**src/inc/pis_regs.svh**
```systemverilog
// Function
// - after reset every source is blocked until software sets global enable.
// - enabled qualifying edge raises a pending request; return acknowledge resumes main work.
// - each input has separate rise and fall events with distinct codes.
// - first eight inputs have a per-input function select; only edge mode interrupts.
// - input edge dispatch may be postponed by a delay in whole milliseconds.
// - delay comes from the delay register, loaded as the event leaves the pending queue.
// - three cyclic timer channels, each with its own disable flag.
// - timer channel period is 10 to 99 ms, independent of scan.
// - timers fire only after global enable; disable optional.
// - timer disable flags clear on run to stop transition.
// - six counter events share one common disable flag.
// - counter compare-set binds one counter and value to one event.
// - compare fires when counter value becomes equal, counting up or down.
// - shared counter disable flag clears on run to stop transition.
// - per-input edge disable flags clear on run to stop transition.
`ifndef PIS_REGS_SVH
`define PIS_REGS_SVH
`define PIS_CLK_HZ        125000000
`define PIS_MS_CYC        (`PIS_CLK_HZ / 1000)
`define PIS_MIN_US        10
`define PIS_MIN_CYC       ((`PIS_CLK_HZ / 1000000) * `PIS_MIN_US)
`define PIS_PER_MIN       7'd10
`define PIS_PER_MAX       7'd99
`define PIS_A_CTRL        12'h000
`define PIS_A_INDIS       12'h004
`define PIS_A_FUNC        12'h008
`define PIS_A_TPER0       12'h00c
`define PIS_A_TPER1       12'h010
`define PIS_A_TPER2       12'h014
`define PIS_A_DLY         12'h018
`define PIS_A_CMP0        12'h01c
`define PIS_A_CMPSEL      12'h020
`define PIS_A_STAT        12'h024
`define PIS_A_MASK        12'h028
`define PIS_A_CNT         12'h02c
`define PIS_A_EVENT       12'h030
`define PIS_B_GEN         0
`define PIS_B_RUN         1
`define PIS_B_TDIS        2
`define PIS_B_CDIS        5
`define PIS_B_ACK         6
`define PIS_ST_IN         0
`define PIS_ST_TMR        16
`define PIS_ST_CNT        19
`endif

```
**src/inc/pis_pkg.sv**
```systemverilog
package pis_pkg;
   typedef enum logic [2:0] {
      PIS_IDLE = 3'b001,
      PIS_WAIT = 3'b010,
      PIS_BUSY = 3'b100
   } pis_disp_type;
   typedef logic [7:0] pis_code_type;
endpackage

```
**src/inc/pis_evt_if.sv**
```systemverilog
`timescale 1ns/1ps
// events from the source logic to the dispatcher
interface pis_evt_if #(parameter int N = 8);
   logic [N-1:0] rise;
   logic [N-1:0] fall;
   modport src (output rise, output fall);
   modport dst (input rise, input fall);
endinterface

```
**src/pis_edge_filter.sv**
```systemverilog
`timescale 1ns/1ps
`include "pis_regs.svh"
module pis_edge_filter #(
   parameter int N       = 8,
   parameter int MIN_CYC = `PIS_MIN_CYC
) (
   input  wire logic   clock,
   input  wire logic   srst,
   input  wire logic [N-1:0] pin,
   pis_evt_if.src      evt
);
   initial if (MIN_CYC < 1 || MIN_CYC > 65535) $error("bad MIN_CYC");
   logic [N-1:0] s1_q, s2_q, s3_q, lvl_q;
   logic [N-1:0] rise_q, fall_q;
   always_ff @(posedge clock) begin
      s1_q <= pin;
      s2_q <= s1_q;
      s3_q <= s2_q;
   end
   genvar i;
   for (i = 0; i < N; i++) begin : g_in
      logic [15:0] cnt_q;
      wire         agree = (s2_q[i] == s3_q[i]);
      wire         diff  = agree && (s3_q[i] != lvl_q[i]);
      wire         done  = diff && (cnt_q == 16'(MIN_CYC - 1));
      always_ff @(posedge clock) begin
         if (srst || !diff) begin
            cnt_q <= 16'h0000;
         end else if (!done) begin
            cnt_q <= cnt_q + 16'h0001;
         end
      end
      always_ff @(posedge clock) begin
         if (srst) begin
            lvl_q[i]  <= 1'b0;
            rise_q[i] <= 1'b0;
            fall_q[i] <= 1'b0;
         end else begin
            rise_q[i] <= done && s3_q[i];
            fall_q[i] <= done && !s3_q[i];
            if (done) begin
               lvl_q[i] <= s3_q[i];
            end
         end
      end
   end
   assign evt.rise = rise_q;
   assign evt.fall = fall_q;
endmodule

```
**src/pis_ms_timer.sv**
```systemverilog
`timescale 1ns/1ps
`include "pis_regs.svh"
// cyclic millisecond channel; period clamped to the legal window
module pis_ms_timer (
   input  wire logic       clock,
   input  wire logic       srst,
   input  wire logic       ms_tick,
   input  wire logic       run,
   input  wire logic [6:0] period,
   output logic            fire
);
   logic [6:0] cnt_q;
   logic       fire_q;
   wire  [6:0] per  = (period < `PIS_PER_MIN) ? `PIS_PER_MIN :
                      (period > `PIS_PER_MAX) ? `PIS_PER_MAX : period;
   wire        wrap = ms_tick && (cnt_q >= per - 7'd1);
   always_ff @(posedge clock) begin
      if (srst || !run) begin
         cnt_q  <= 7'h00;
         fire_q <= 1'b0;
      end else begin
         fire_q <= wrap;
         if (ms_tick) begin
            cnt_q <= wrap ? 7'h00 : cnt_q + 7'h01;
         end
      end
   end
   assign fire = fire_q;
endmodule

```
**src/pis_top.sv**
```systemverilog
`timescale 1ns/1ps
`include "pis_regs.svh"
module pis_top #(
   parameter int N_IN   = 8,
   parameter int MS_CYC = `PIS_MS_CYC,
   parameter int MIN_CYC = `PIS_MIN_CYC
) (
   input  wire logic        clock,
   input  wire logic        srst,
   input  wire logic        psel,
   input  wire logic        penable,
   input  wire logic        pwrite,
   input  wire logic [11:0] paddr,
   input  wire logic [31:0] pwdata,
   output logic [31:0]      prdata,
   output logic             pready,
   output logic             pslverr,
   input  wire logic [N_IN-1:0] in_pin,
   input  wire logic [31:0] fast_counter_255,
   output logic             irq_request,
   output logic [7:0]       irq_code,
   output logic             irq
);
   initial if (N_IN != 8) $error("N_IN must be 8");
   initial if (MS_CYC < 2) $error("MS_CYC too small");

   // ------------------------------------------------------------
   // registers
   // ------------------------------------------------------------
   logic        gen_q, run_q, run_d1_q;
   logic [N_IN-1:0] in_dis_q, edge_mode_q;
   logic [2:0]  tdis_q;
   logic        cdis_q;
   logic [6:0]  tper_q [3];
   logic [15:0] dly_q;
   logic [31:0] cmp_q;
   logic [2:0]  cmp_sel_q;
   logic        cmp_arm_q;
   logic [24:0] stat_q, mask_q;
   logic [31:0] prdata_q;

   wire acc   = psel && penable;
   wire wr    = acc && pwrite;
   wire rd    = acc && !pwrite;
   wire a_ctl = (paddr == `PIS_A_CTRL);
   wire a_ind = (paddr == `PIS_A_INDIS);
   wire a_fn  = (paddr == `PIS_A_FUNC);
   wire a_tp0 = (paddr == `PIS_A_TPER0);
   wire a_tp1 = (paddr == `PIS_A_TPER1);
   wire a_tp2 = (paddr == `PIS_A_TPER2);
   wire a_dly = (paddr == `PIS_A_DLY);
   wire a_cmp = (paddr == `PIS_A_CMP0);
   wire a_cs  = (paddr == `PIS_A_CMPSEL);
   wire a_st  = (paddr == `PIS_A_STAT);
   wire a_mk  = (paddr == `PIS_A_MASK);
   wire a_cn  = (paddr == `PIS_A_CNT);
   wire a_ev  = (paddr == `PIS_A_EVENT);
   wire mapped = a_ctl | a_ind | a_fn | a_tp0 | a_tp1 | a_tp2 | a_dly | a_cmp
               | a_cs | a_st | a_mk | a_cn | a_ev;
   wire run_stop = run_d1_q && !run_q;
   wire ack      = wr && a_ctl && pwdata[`PIS_B_ACK];

   assign pready  = 1'b1;
   assign pslverr = acc && !mapped;

   always_ff @(posedge clock) begin
      if (srst) begin
         gen_q    <= 1'b0;
         run_q    <= 1'b0;
         run_d1_q <= 1'b0;
      end else begin
         run_d1_q <= run_q;
         if (wr && a_ctl) begin
            gen_q <= pwdata[`PIS_B_GEN];
            run_q <= pwdata[`PIS_B_RUN];
         end
      end
   end

   // disable flags cleared on run to stop
   always_ff @(posedge clock) begin
      if (srst || run_stop) begin
         in_dis_q <= '0;
         tdis_q   <= 3'h0;
         cdis_q   <= 1'b0;
      end else begin
         if (wr && a_ind) in_dis_q <= pwdata[N_IN-1:0];
         if (wr && a_ctl) begin
            tdis_q <= pwdata[`PIS_B_TDIS +: 3];
            cdis_q <= pwdata[`PIS_B_CDIS];
         end
      end
   end

   always_ff @(posedge clock) begin
      if (srst) begin
         edge_mode_q <= '0;
         tper_q[0]   <= `PIS_PER_MIN;
         tper_q[1]   <= `PIS_PER_MIN;
         tper_q[2]   <= `PIS_PER_MIN;
         dly_q       <= 16'h0000;
         cmp_q       <= 32'h0000_0000;
         cmp_sel_q   <= 3'h0;
         mask_q      <= '0;
      end else begin
         if (wr && a_fn)  edge_mode_q <= pwdata[N_IN-1:0];
         if (wr && a_tp0) tper_q[0] <= pwdata[6:0];
         if (wr && a_tp1) tper_q[1] <= pwdata[6:0];
         if (wr && a_tp2) tper_q[2] <= pwdata[6:0];
         if (wr && a_dly) dly_q <= pwdata[15:0];
         if (wr && a_cmp) cmp_q <= pwdata;
         if (wr && a_cs)  cmp_sel_q <= pwdata[2:0];
         if (wr && a_mk)  mask_q <= pwdata[24:0];
      end
   end

   // ------------------------------------------------------------
   // time base and sources
   // ------------------------------------------------------------
   logic [16:0] ms_q;
   wire         ms_tick = (ms_q == 17'(MS_CYC - 1));
   always_ff @(posedge clock) begin
      if (srst || ms_tick) ms_q <= 17'h00000;
      else ms_q <= ms_q + 17'h00001;
   end

   pis_evt_if #(.N(N_IN)) evt ();
   pis_edge_filter #(.N(N_IN), .MIN_CYC(MIN_CYC)) u_filt (
      .clock (clock),
      .srst  (srst),
      .pin   (in_pin),
      .evt   (evt.src)
   );

   logic [2:0] tfire;
   genvar t;
   for (t = 0; t < 3; t++) begin : g_tmr
      pis_ms_timer u_tmr (
         .clock   (clock),
         .srst    (srst),
         .ms_tick (ms_tick),
         .run     (gen_q && run_q),
         .period  (tper_q[t]),
         .fire    (tfire[t])
      );
   end

   // counter compare: equality reached from either side
   logic [31:0] cnt_prev_q;
   always_ff @(posedge clock) begin
      if (srst) begin
         cnt_prev_q <= 32'h0000_0000;
         cmp_arm_q  <= 1'b0;
      end else begin
         cnt_prev_q <= fast_counter_255;
         cmp_arm_q  <= (wr && a_cs) ? 1'b1 : cmp_arm_q;
      end
   end
   wire cmp_hit = cmp_arm_q && (fast_counter_255 == cmp_q)
                && (cnt_prev_q == cmp_q - 32'd1 || cnt_prev_q == cmp_q + 32'd1);
   wire cmp_ok  = cmp_sel_q < 3'd6;

   // ------------------------------------------------------------
   // status (rise 0..7, fall 8..15, timers 16..18, counters 19..24)
   // ------------------------------------------------------------
   wire [N_IN-1:0] in_ok = edge_mode_q & ~in_dis_q & {N_IN{gen_q && run_q}};
   wire [24:0] ev_set;
   assign ev_set[`PIS_ST_IN +: N_IN]        = evt.rise & in_ok;
   assign ev_set[`PIS_ST_IN + N_IN +: N_IN] = evt.fall & in_ok;
   assign ev_set[`PIS_ST_TMR +: 3]          = tfire & ~tdis_q;
   genvar c;
   for (c = 0; c < 6; c++) begin : g_cnt
      assign ev_set[`PIS_ST_CNT + c] = cmp_hit && cmp_ok && !cdis_q && gen_q
                                     && (cmp_sel_q == 3'(c));
   end

   wire [24:0] ev_all = ev_set;
   wire        st_rd  = rd && a_st;
   // a read clears only the bits it returned, so an event landing between
   // setup and access is not lost; set still wins over clear
   always_ff @(posedge clock) begin
      if (srst) stat_q <= '0;
      else stat_q <= (stat_q & ~(st_rd ? prdata_q[24:0] : 25'h0000000)) | ev_all;
   end
   assign irq = |(stat_q & mask_q);

   // ------------------------------------------------------------
   // dispatcher: pending queue, delay, routine in progress
   // ------------------------------------------------------------
   logic [24:0] pend_q;
   logic [15:0] dcnt_q;
   logic [7:0]  code_q;
   logic [4:0]  sel;
   logic        found;
   pis_pkg::pis_disp_type st_q;
   always_comb begin
      sel   = 5'h00;
      found = 1'b0;
      for (int k = 24; k >= 0; k--) begin
         if (pend_q[k]) begin
            sel   = 5'(k);
            found = 1'b1;
         end
      end
   end
   wire is_in   = sel < 5'(2 * N_IN);
   wire [7:0] code_n = (sel < 5'(N_IN)) ? {3'h0, sel[2:0], 2'b01} :
                       is_in ? {3'h0, sel[2:0], 2'b00} :
                       (sel < 5'd19) ? {3'h6, 5'(sel - 5'd16)} :
                       {3'h7, 5'(sel - 5'd18)};
   wire delay_done = (dcnt_q == 16'h0000);

   always_ff @(posedge clock) begin
      if (srst || !gen_q) begin
         pend_q <= '0;
         st_q   <= pis_pkg::PIS_IDLE;
         code_q <= 8'h00;
         dcnt_q <= 16'h0000;
      end else begin
         pend_q <= (pend_q & ~((st_q == pis_pkg::PIS_IDLE && found)
                  ? (25'h0000001 << sel) : 25'h0000000)) | ev_all;
         unique case (st_q)
            pis_pkg::PIS_IDLE: begin
               if (found) begin
                  code_q <= code_n;
                  dcnt_q <= is_in ? dly_q : 16'h0000;
                  st_q   <= pis_pkg::PIS_WAIT;
               end
            end
            pis_pkg::PIS_WAIT: begin
               if (delay_done) st_q <= pis_pkg::PIS_BUSY;
               else if (ms_tick) dcnt_q <= dcnt_q - 16'h0001;
            end
            pis_pkg::PIS_BUSY: begin
               if (ack) st_q <= pis_pkg::PIS_IDLE;
            end
         endcase
      end
   end
   assign irq_request = (st_q == pis_pkg::PIS_BUSY);
   assign irq_code    = code_q;

   // ------------------------------------------------------------
   // read data
   // ------------------------------------------------------------
   wire [31:0] rd_mux =
        a_ctl ? {25'h0, 1'b0, cdis_q, tdis_q, run_q, gen_q} :
        a_ind ? {24'h0, in_dis_q} :
        a_fn  ? {24'h0, edge_mode_q} :
        a_tp0 ? {25'h0, tper_q[0]} :
        a_tp1 ? {25'h0, tper_q[1]} :
        a_tp2 ? {25'h0, tper_q[2]} :
        a_dly ? {16'h0, dly_q} :
        a_cmp ? cmp_q :
        a_cs  ? {29'h0, cmp_sel_q} :
        a_st  ? {7'h0, stat_q} :
        a_mk  ? {7'h0, mask_q} :
        a_cn  ? cnt_prev_q :
        a_ev  ? {21'h0, st_q, code_q} : 32'h0000_0000;
   always_ff @(posedge clock) begin
      if (srst) prdata_q <= 32'h0000_0000;
      else if (psel && !penable && !pwrite) prdata_q <= rd_mux;
   end
   assign prdata = prdata_q;
endmodule

```
**config.mk**
```make
export PLATFORM = sky130hd
export DESIGN_NAME = pis_top
export DESIGN_NICKNAME = d
export VERILOG_FILES = /design/src/inc/pis_pkg.sv /design/src/inc/pis_evt_if.sv /design/src/pis_edge_filter.sv /design/src/pis_ms_timer.sv /design/src/pis_top.sv
export VERILOG_INCLUDE_DIRS = /design/src /design/src/inc
export SDC_FILE = /design/constraint.sdc
export NUM_CORES = 1
export LEC_CHECK = 0
export ABC_AREA = 0
export BUFFER_PORTS_ARGS = -buffer_cell sky130_fd_sc_hd__buf_2
export CAP_MARGIN = 5
export CORE_MARGIN = 4
export CORE_UTILIZATION = 50
export DETAILED_ROUTE_END_ITERATION = 8
export GPL_TIMING_DRIVEN = 0
export PLACE_DENSITY = 0.67
export SYNTH_ARGS = -nofsm -noshare
export SYNTH_HDL_FRONTEND = slang
export SYNTH_HIERARCHICAL = 1
export SYNTH_SLANG_ARGS = --single-unit
```
**constraint.sdc**
```tcl
create_clock -name clock -period 3.9 [get_ports clock]
set_input_delay 0.585 -clock clock [delete_from_list [all_inputs] [get_ports clock]]
set_output_delay 0.585 -clock clock [all_outputs]
set_load 0.02 [all_outputs]
```
After elaboration in Yosys (flattened, before gate mapping)
Memory sizes are Yosys's and may differ from the RTL's.
Cells that the tools add are included.
{"block": "word_totals", "ff_bits": 458, "latchBits": 0, "ramBits": 21, "rom_bits": 0, "inputBits": 89, "output_inout_bits": 44, "elab_cells": 389, "n_memories": 1}
{"block": "op_classes", "addsub": 20, "multipliers": 0, "n_div": 0, "order_cmp": 13, "eq_ne": 53, "shift": 1, "muxes": 100, "bitwise": 29, "reduce_logical": 111}
{"name": "tper_q", "words": 3, "width": 7, "rd": 3, "rd_clocked_by_memory_dff": 0, "wr": 3, "line": "pis_top.sv:34", "source": "logic [6:0] tper_q [3];"}
{"op": "$mux 32", "count": 12}
{"op": "$add 16x1->16 const B", "count": 8}
{"op": "$eq 16x11->1 const B", "count": 8}
{"op": "$mux 5", "count": 25}
{"op": "$eq 32x32->1", "count": 3}
{"op": "$mux 7", "count": 12}
{"op": "$and 25x25->25", "count": 3}
{"op": "$logic_and 1x1->1", "count": 67}
{"op": "$mux 16", "count": 4}
{"op": "$eq 12x6->1 const B", "count": 5}
{"op": "$mux 25", "count": 2}
{"op": "$not 25->25", "count": 2}
{"op": "$or 25x25->25", "count": 2}
{"op": "$eq 12x5->1 const B", "count": 4}
{"op": "$mux 1", "count": 36}
{"op": "$add 32x1->32 const B", "count": 1}
{"op": "$and 8x8->8", "count": 4}
{"op": "$pmux 16 s2", "count": 1}
{"op": "$sub 32x1->32 const B", "count": 1}
{"op": "$reduce_or 25->1", "count": 1}
{"op": "$shl 1x5->25 const A", "count": 1}
{"op": "$eq 12x4->1 const B", "count": 2}
{"op": "$logic_not 1->1", "count": 23}
{"op": "$add 7x1->7 const B", "count": 3}
{"op": "36 further kinds", "count": 97}

Longest topological paths before layout
{"block": "logic_depth", "ltp_word": 30, "ltp_mapped": 13, "mapped_depth_nobuf": 12}

Modules after synthesis
The synthesis kept the hierarchy.
{"module": "pis_top", "n_inst": 1, "cells_per_inst": 1885, "area_per_inst_um2": 14811.7, "seq_area_each_um2": 5775.5}
{"module": "pis_edge_filter", "n_inst": 1, "cells_per_inst": 843, "area_per_inst_um2": 7638.6, "seq_area_each_um2": 3523.4}
{"module": "pis_ms_timer", "n_inst": 3, "cells_per_inst": 89, "area_per_inst_um2": 716.9, "seq_area_each_um2": 160.2}

Worst setup path before layout
Ideal clock, no wire load.
{"block": "synth_path", "kind": "reg2reg", "from": "register cmp_q[2]", "to": "register stat_q[21]", "setup_ns": 0.070, "t_arrival_ns": 2.686, "t_required_ns": 3.830, "slack_ns": 1.143, "path_stages_with_launch": 11, "n_path_buf": 1, "synth_period_minus_slack_ns": 2.757, "path_cell_list": "dfxtp_1 buf_6 nor4_4 and4b_1 mux2_2 mux2i_1 a21oi_1 or4_4 a2111oi_4 o21ai_1 a21oi_1"}
{"block": "synth_between", "elab_chain_cells": 9, "word_cells_on_any_way": 13, "classes_between": "2 x add/sub; 3 x eq/ne; 1 x bitwise; 7 x reduce/logical"}
{"item": "start: declaration", "line": "pis_top.sv:36", "source": "logic [31:0] cmp_q;"}
{"item": "start signal: assignment", "line": "pis_top.sv:111", "source": "if (wr && a_cmp) cmp_q <= pwdata;"}
{"item": "$sub 32x1->32 or $add 32x1->32 (tied branches)", "line": "pis_top.sv:160", "source": "&& (cnt_prev_q == cmp_q - 32'd1 || cnt_prev_q == cmp_q + 32'd1);"}
{"item": "$eq 32x32->1", "line": "pis_top.sv:160"}
{"item": "$logic_or 1x1->1", "line": "pis_top.sv:160"}
{"item": "$logic_and 1x1->1 *", "line": "pis_top.sv:160"}
{"item": "$logic_and 1x1->1 * (3 in series)", "line": "pis_top.sv:173", "source": "assign ev_set[`PIS_ST_CNT + c] = cmp_hit && cmp_ok && !cdis_q && gen_q"}
{"item": "$logic_and 1x1->1 *", "line": "pis_top.sv:174", "source": "&& (cmp_sel_q == 3'(c));"}
{"item": "$or 25x25->25 *", "line": "pis_top.sv:183", "source": "else stat_q <= (stat_q & ~(st_rd ? prdata_q[24:0] : 25'h0000000)) | ev_all;"}
{"item": "end signal: assignment", "line": "pis_top.sv:183"}
{"item": "end: declaration", "line": "pis_top.sv:39", "source": "logic [24:0] stat_q, mask_q;"}
Mark *: on every way between the ends. The rest lies on a longest branch, timed or not.
A chain may end at the register's enable or synchronous reset.

Worst setup path after layout
{"block": "layout_path", "from": "input paddr[9]", "to": "register cmp_q[29]"}
{"block": "layout_between", "elab_chain_cells": 2}
{"item": "start: declaration", "line": "pis_top.sv:13", "source": "input wire logic [11:0] paddr,"}
{"item": "$eq 12x5->1 (no line)"}
{"item": "$logic_and 1x1->1", "line": "pis_top.sv:111"}
No other way between the ends.

==> summary.md <==
| Metric | Value |
|---|---|
| Postcts setup bufs | 0 |
| Syn_nets | 3133 |
| Placed insts | 3790 |
| I/O Pins | 133 |
| Synth warnings | 6 |
| CTS Hold Bufs | 0 |
| Yosys cell types | 101 |
| Initial DRC Count | 2342 |
| DIE AREA | 0.0528 sq mm |
| Proportion of layout cells with a drive suffix above 1 | 10.6% |
| Port bufs | 130 |
| Final Total Pwr | 10.8 mW |
| DPL Wire Length | 63200 microns |
| Row count | 81 |
| Initial antenna violation count | 3 |
| Most frequent cells in the layout | 457 x dfxtp_1, 407 x nand2_1, 312 x nor2_1 |
| Antenna viol nets, final | 0 |
| Yosys reg bits | 478 |
| CP max-delay cell | nor4_1 |
| Fmax | 273 MHz |
| Crit. End Element | flop |
| Status | completed |
| Antenna Cells | 0 |
| Vias per cell | 6.03 |
| Crit-path max cell delay | 750 ps |
| CTS resizes | 0 |
| PD cells | 385 mW/mm^2 |
| Total gr overflow | 0 |
| Worst setup margin | 233 ps |
| Drt pass-1 iters | 9 |
| Clk pin slew, worst setup/hold paths | 60 ps |
| Initial Utilization | 50.5% |
| Routed WL | 81900 microns |
| Crit-path cells | buf_2 -> nor4_1 -> and3b_1 -> nand2_1 -> nor2_1 -> clkbuf_1 -> nand2_1 -> clkbuf_1 -> nand2_1 -> a21oi_1 |
| Final Skew | 18.3 ps |
| Clock Path Buffers | 3 |
| Largest net degree at the start of global routing | 15 |
| Non-Filler Instances | 3885 |
| CTS Sinks | 478 |
| Top delay family on crit path | simple AND/OR/NAND/NOR gates |
| Global-route wire length before repair | 126000 microns |
| Predominant post-synthesis flop cell | dfxtp_1 |
| Fin. Hold Viols | 0 |
| Setup_tns | 0 ps |
| Util after Layout | 57.3% |
| Final Cycle Share | 94.0% |
| Worst Hold Class | in2reg |
| Drc violations | 0 |
| Vias in the first global route | 22200 |
| Crit-path max FO | 10 |
| Vias | 23400 |
| Most common cell after layout, fill and taps aside | dfxtp_1 |
| Worst setup SP type | input port |
| Clk_lat worst skew | 620 ps |
| Number of max-cap violations | 0 |
| WP data required | 4360 ps |
| CTS buffer count | 52 |
| Fillers | 4518 |
| Critical Path Most Common Cell | nand2_1 |
| Worst-Margin Slew | 1120 ps |
| DP Area | 0.0261 sq mm |
| Register area share after synthesis | 39.8% |
| Gpl congestion | 0.998 |
| Total track usage | 29.8% |
| Die W | 230 microns |
| Post-synthesis instance total | 2995 |
| Avg Cell Area, Syn | 8.21 sq um |
| Pre-CTS setup slack | -175 ps |
| Core Box Area | 0.0487 sq mm |
| Pleak | 9.56 nW |
| Worst slew margin | 24.7% |
| Die Y | 230 microns |
| Number of flops mapped to enable cells by yosys | 21 |
| Post-layout min period | 3670 ps |
| Bufs and invs on worst path | 3 |
| Ys async rst share | 0% |
| Final Cell Area | 0.0279 sq mm |
| WS Path Type | in2reg |
| Arrival time worst endpoint | 4130 ps |
| Syn Std Cell Area | 0.0246 sq mm |
| Syn-to-layout area delta | 13.5% |
| Nets | 3318 |
| Worst VDD drop | 0.316 mV |
| Hold_ws | 72.3 ps |
| Endpoints failing setup | 0 |
| Wire length per cell | 21.1 microns |
| CTS Root Cell | clkbuf_16 |
| TritonCTS clock tree | built |
| Max-slew violations | 0 |
| CTS H-Tree Depth | 2 |
registers in the layout, indices dropped and copies added (netlist names), 16 cells and up:
signal             cells
cmp_q                 32
cnt_prev_q            32
dcnt_q                16
dly_q                 16
g_tmr.u_tmr/cnt_q     21
mask_q                25
ms_q                  17
pend_q                25
prdata                32
stat_q                25
tper_q                21
u_filt/g_in.cnt_q    128
synth_stat cells (13+ instances only):
cell | count | area (sq um)
or3_1 | 35 | 219
mux2i_1 | 31 | 310
a22oi_1 | 58 | 435
buf_2 | 25 | 125
clkbuf_1 | 98 | 368
nand3_1 | 103 | 515
nor4_1 | 55 | 344
nor3_1 | 105 | 526
nand2_1 | 407 | 1530
buf_1 | 16 | 60.1
dfxtp_1 | 457 | 9150
nor2_1 | 312 | 1170
nand2b_1 | 43 | 269
ha_1 | 49 | 613
nor2b_1 | 46 | 288
a21o_1 | 13 | 97.6
xor2_1 | 84 | 736
inv_1 | 69 | 259
nor3b_1 | 28 | 210
a21oi_1 | 249 | 1250
xnor2_1 | 112 | 981
and2_1 | 21 | 131
and3_1 | 24 | 150
nand4_1 | 72 | 450
or2_2 | 18 | 113
a222oi_1 | 20 | 200
o21ai_0 | 108 | 541
edfxtp_1 | 21 | 631
a211oi_1 | 17 | 128
cell families after synthesis:
kind of cell / share of synthesized area (%)
fa+ha+maj: 2.49
compound gates: 16.4
xor+xnor: 7.16
simple gates: 29.1
other cells: 0.0152
mux: 1.54
flops: 39.8
buf+inv: 3.46
per-layer routing:
layer / up-vias / part of all wire (%) / track usage, %
met5: - / 0.038 / 0
met4: 4 / 4.8 / 13.0
met3: 216 / 8.8 / 6.01
met2: 948 / 45 / 48.6
met1: 11200 / 41 / 38.6
li1: 11100 / - / -
final timing paths:
path | cells after the start | start | end | slack (ps)
setup / recovery | 10 | paddr[9] | cmp_q[29] | 230
setup reg to reg | 10 | cmp_q[11] | pend_q[24] | 250
hold reg to reg | 0 | u_filt/s1_q[1] | u_filt/s2_q[1] | 330
hold / removal | 1 | in_pin[4] | u_filt/s1_q[4] | 70
area by class of cell:
cell class              count  area (sq um)  area share, %
clock buffers              74          1540           5.50
plain buffers             144           592           2.12
clock inverters            21           284           1.02
multi-input cells        2304         14000           50.1
flip-flops and latches    478          9780           35.0
well taps                 664           831           2.97
repair buffers            131           658           2.36
inverters                  69           259          0.927
power breakdown:
group	total, mW	switching, mW	internal [mW]
Clock	5.20	2.11	3.09
Combinational	0.520	0.342	0.178
Sequential	5.04	0.0739	4.97
No activity file was read; power rests on OpenSTA's default activity.
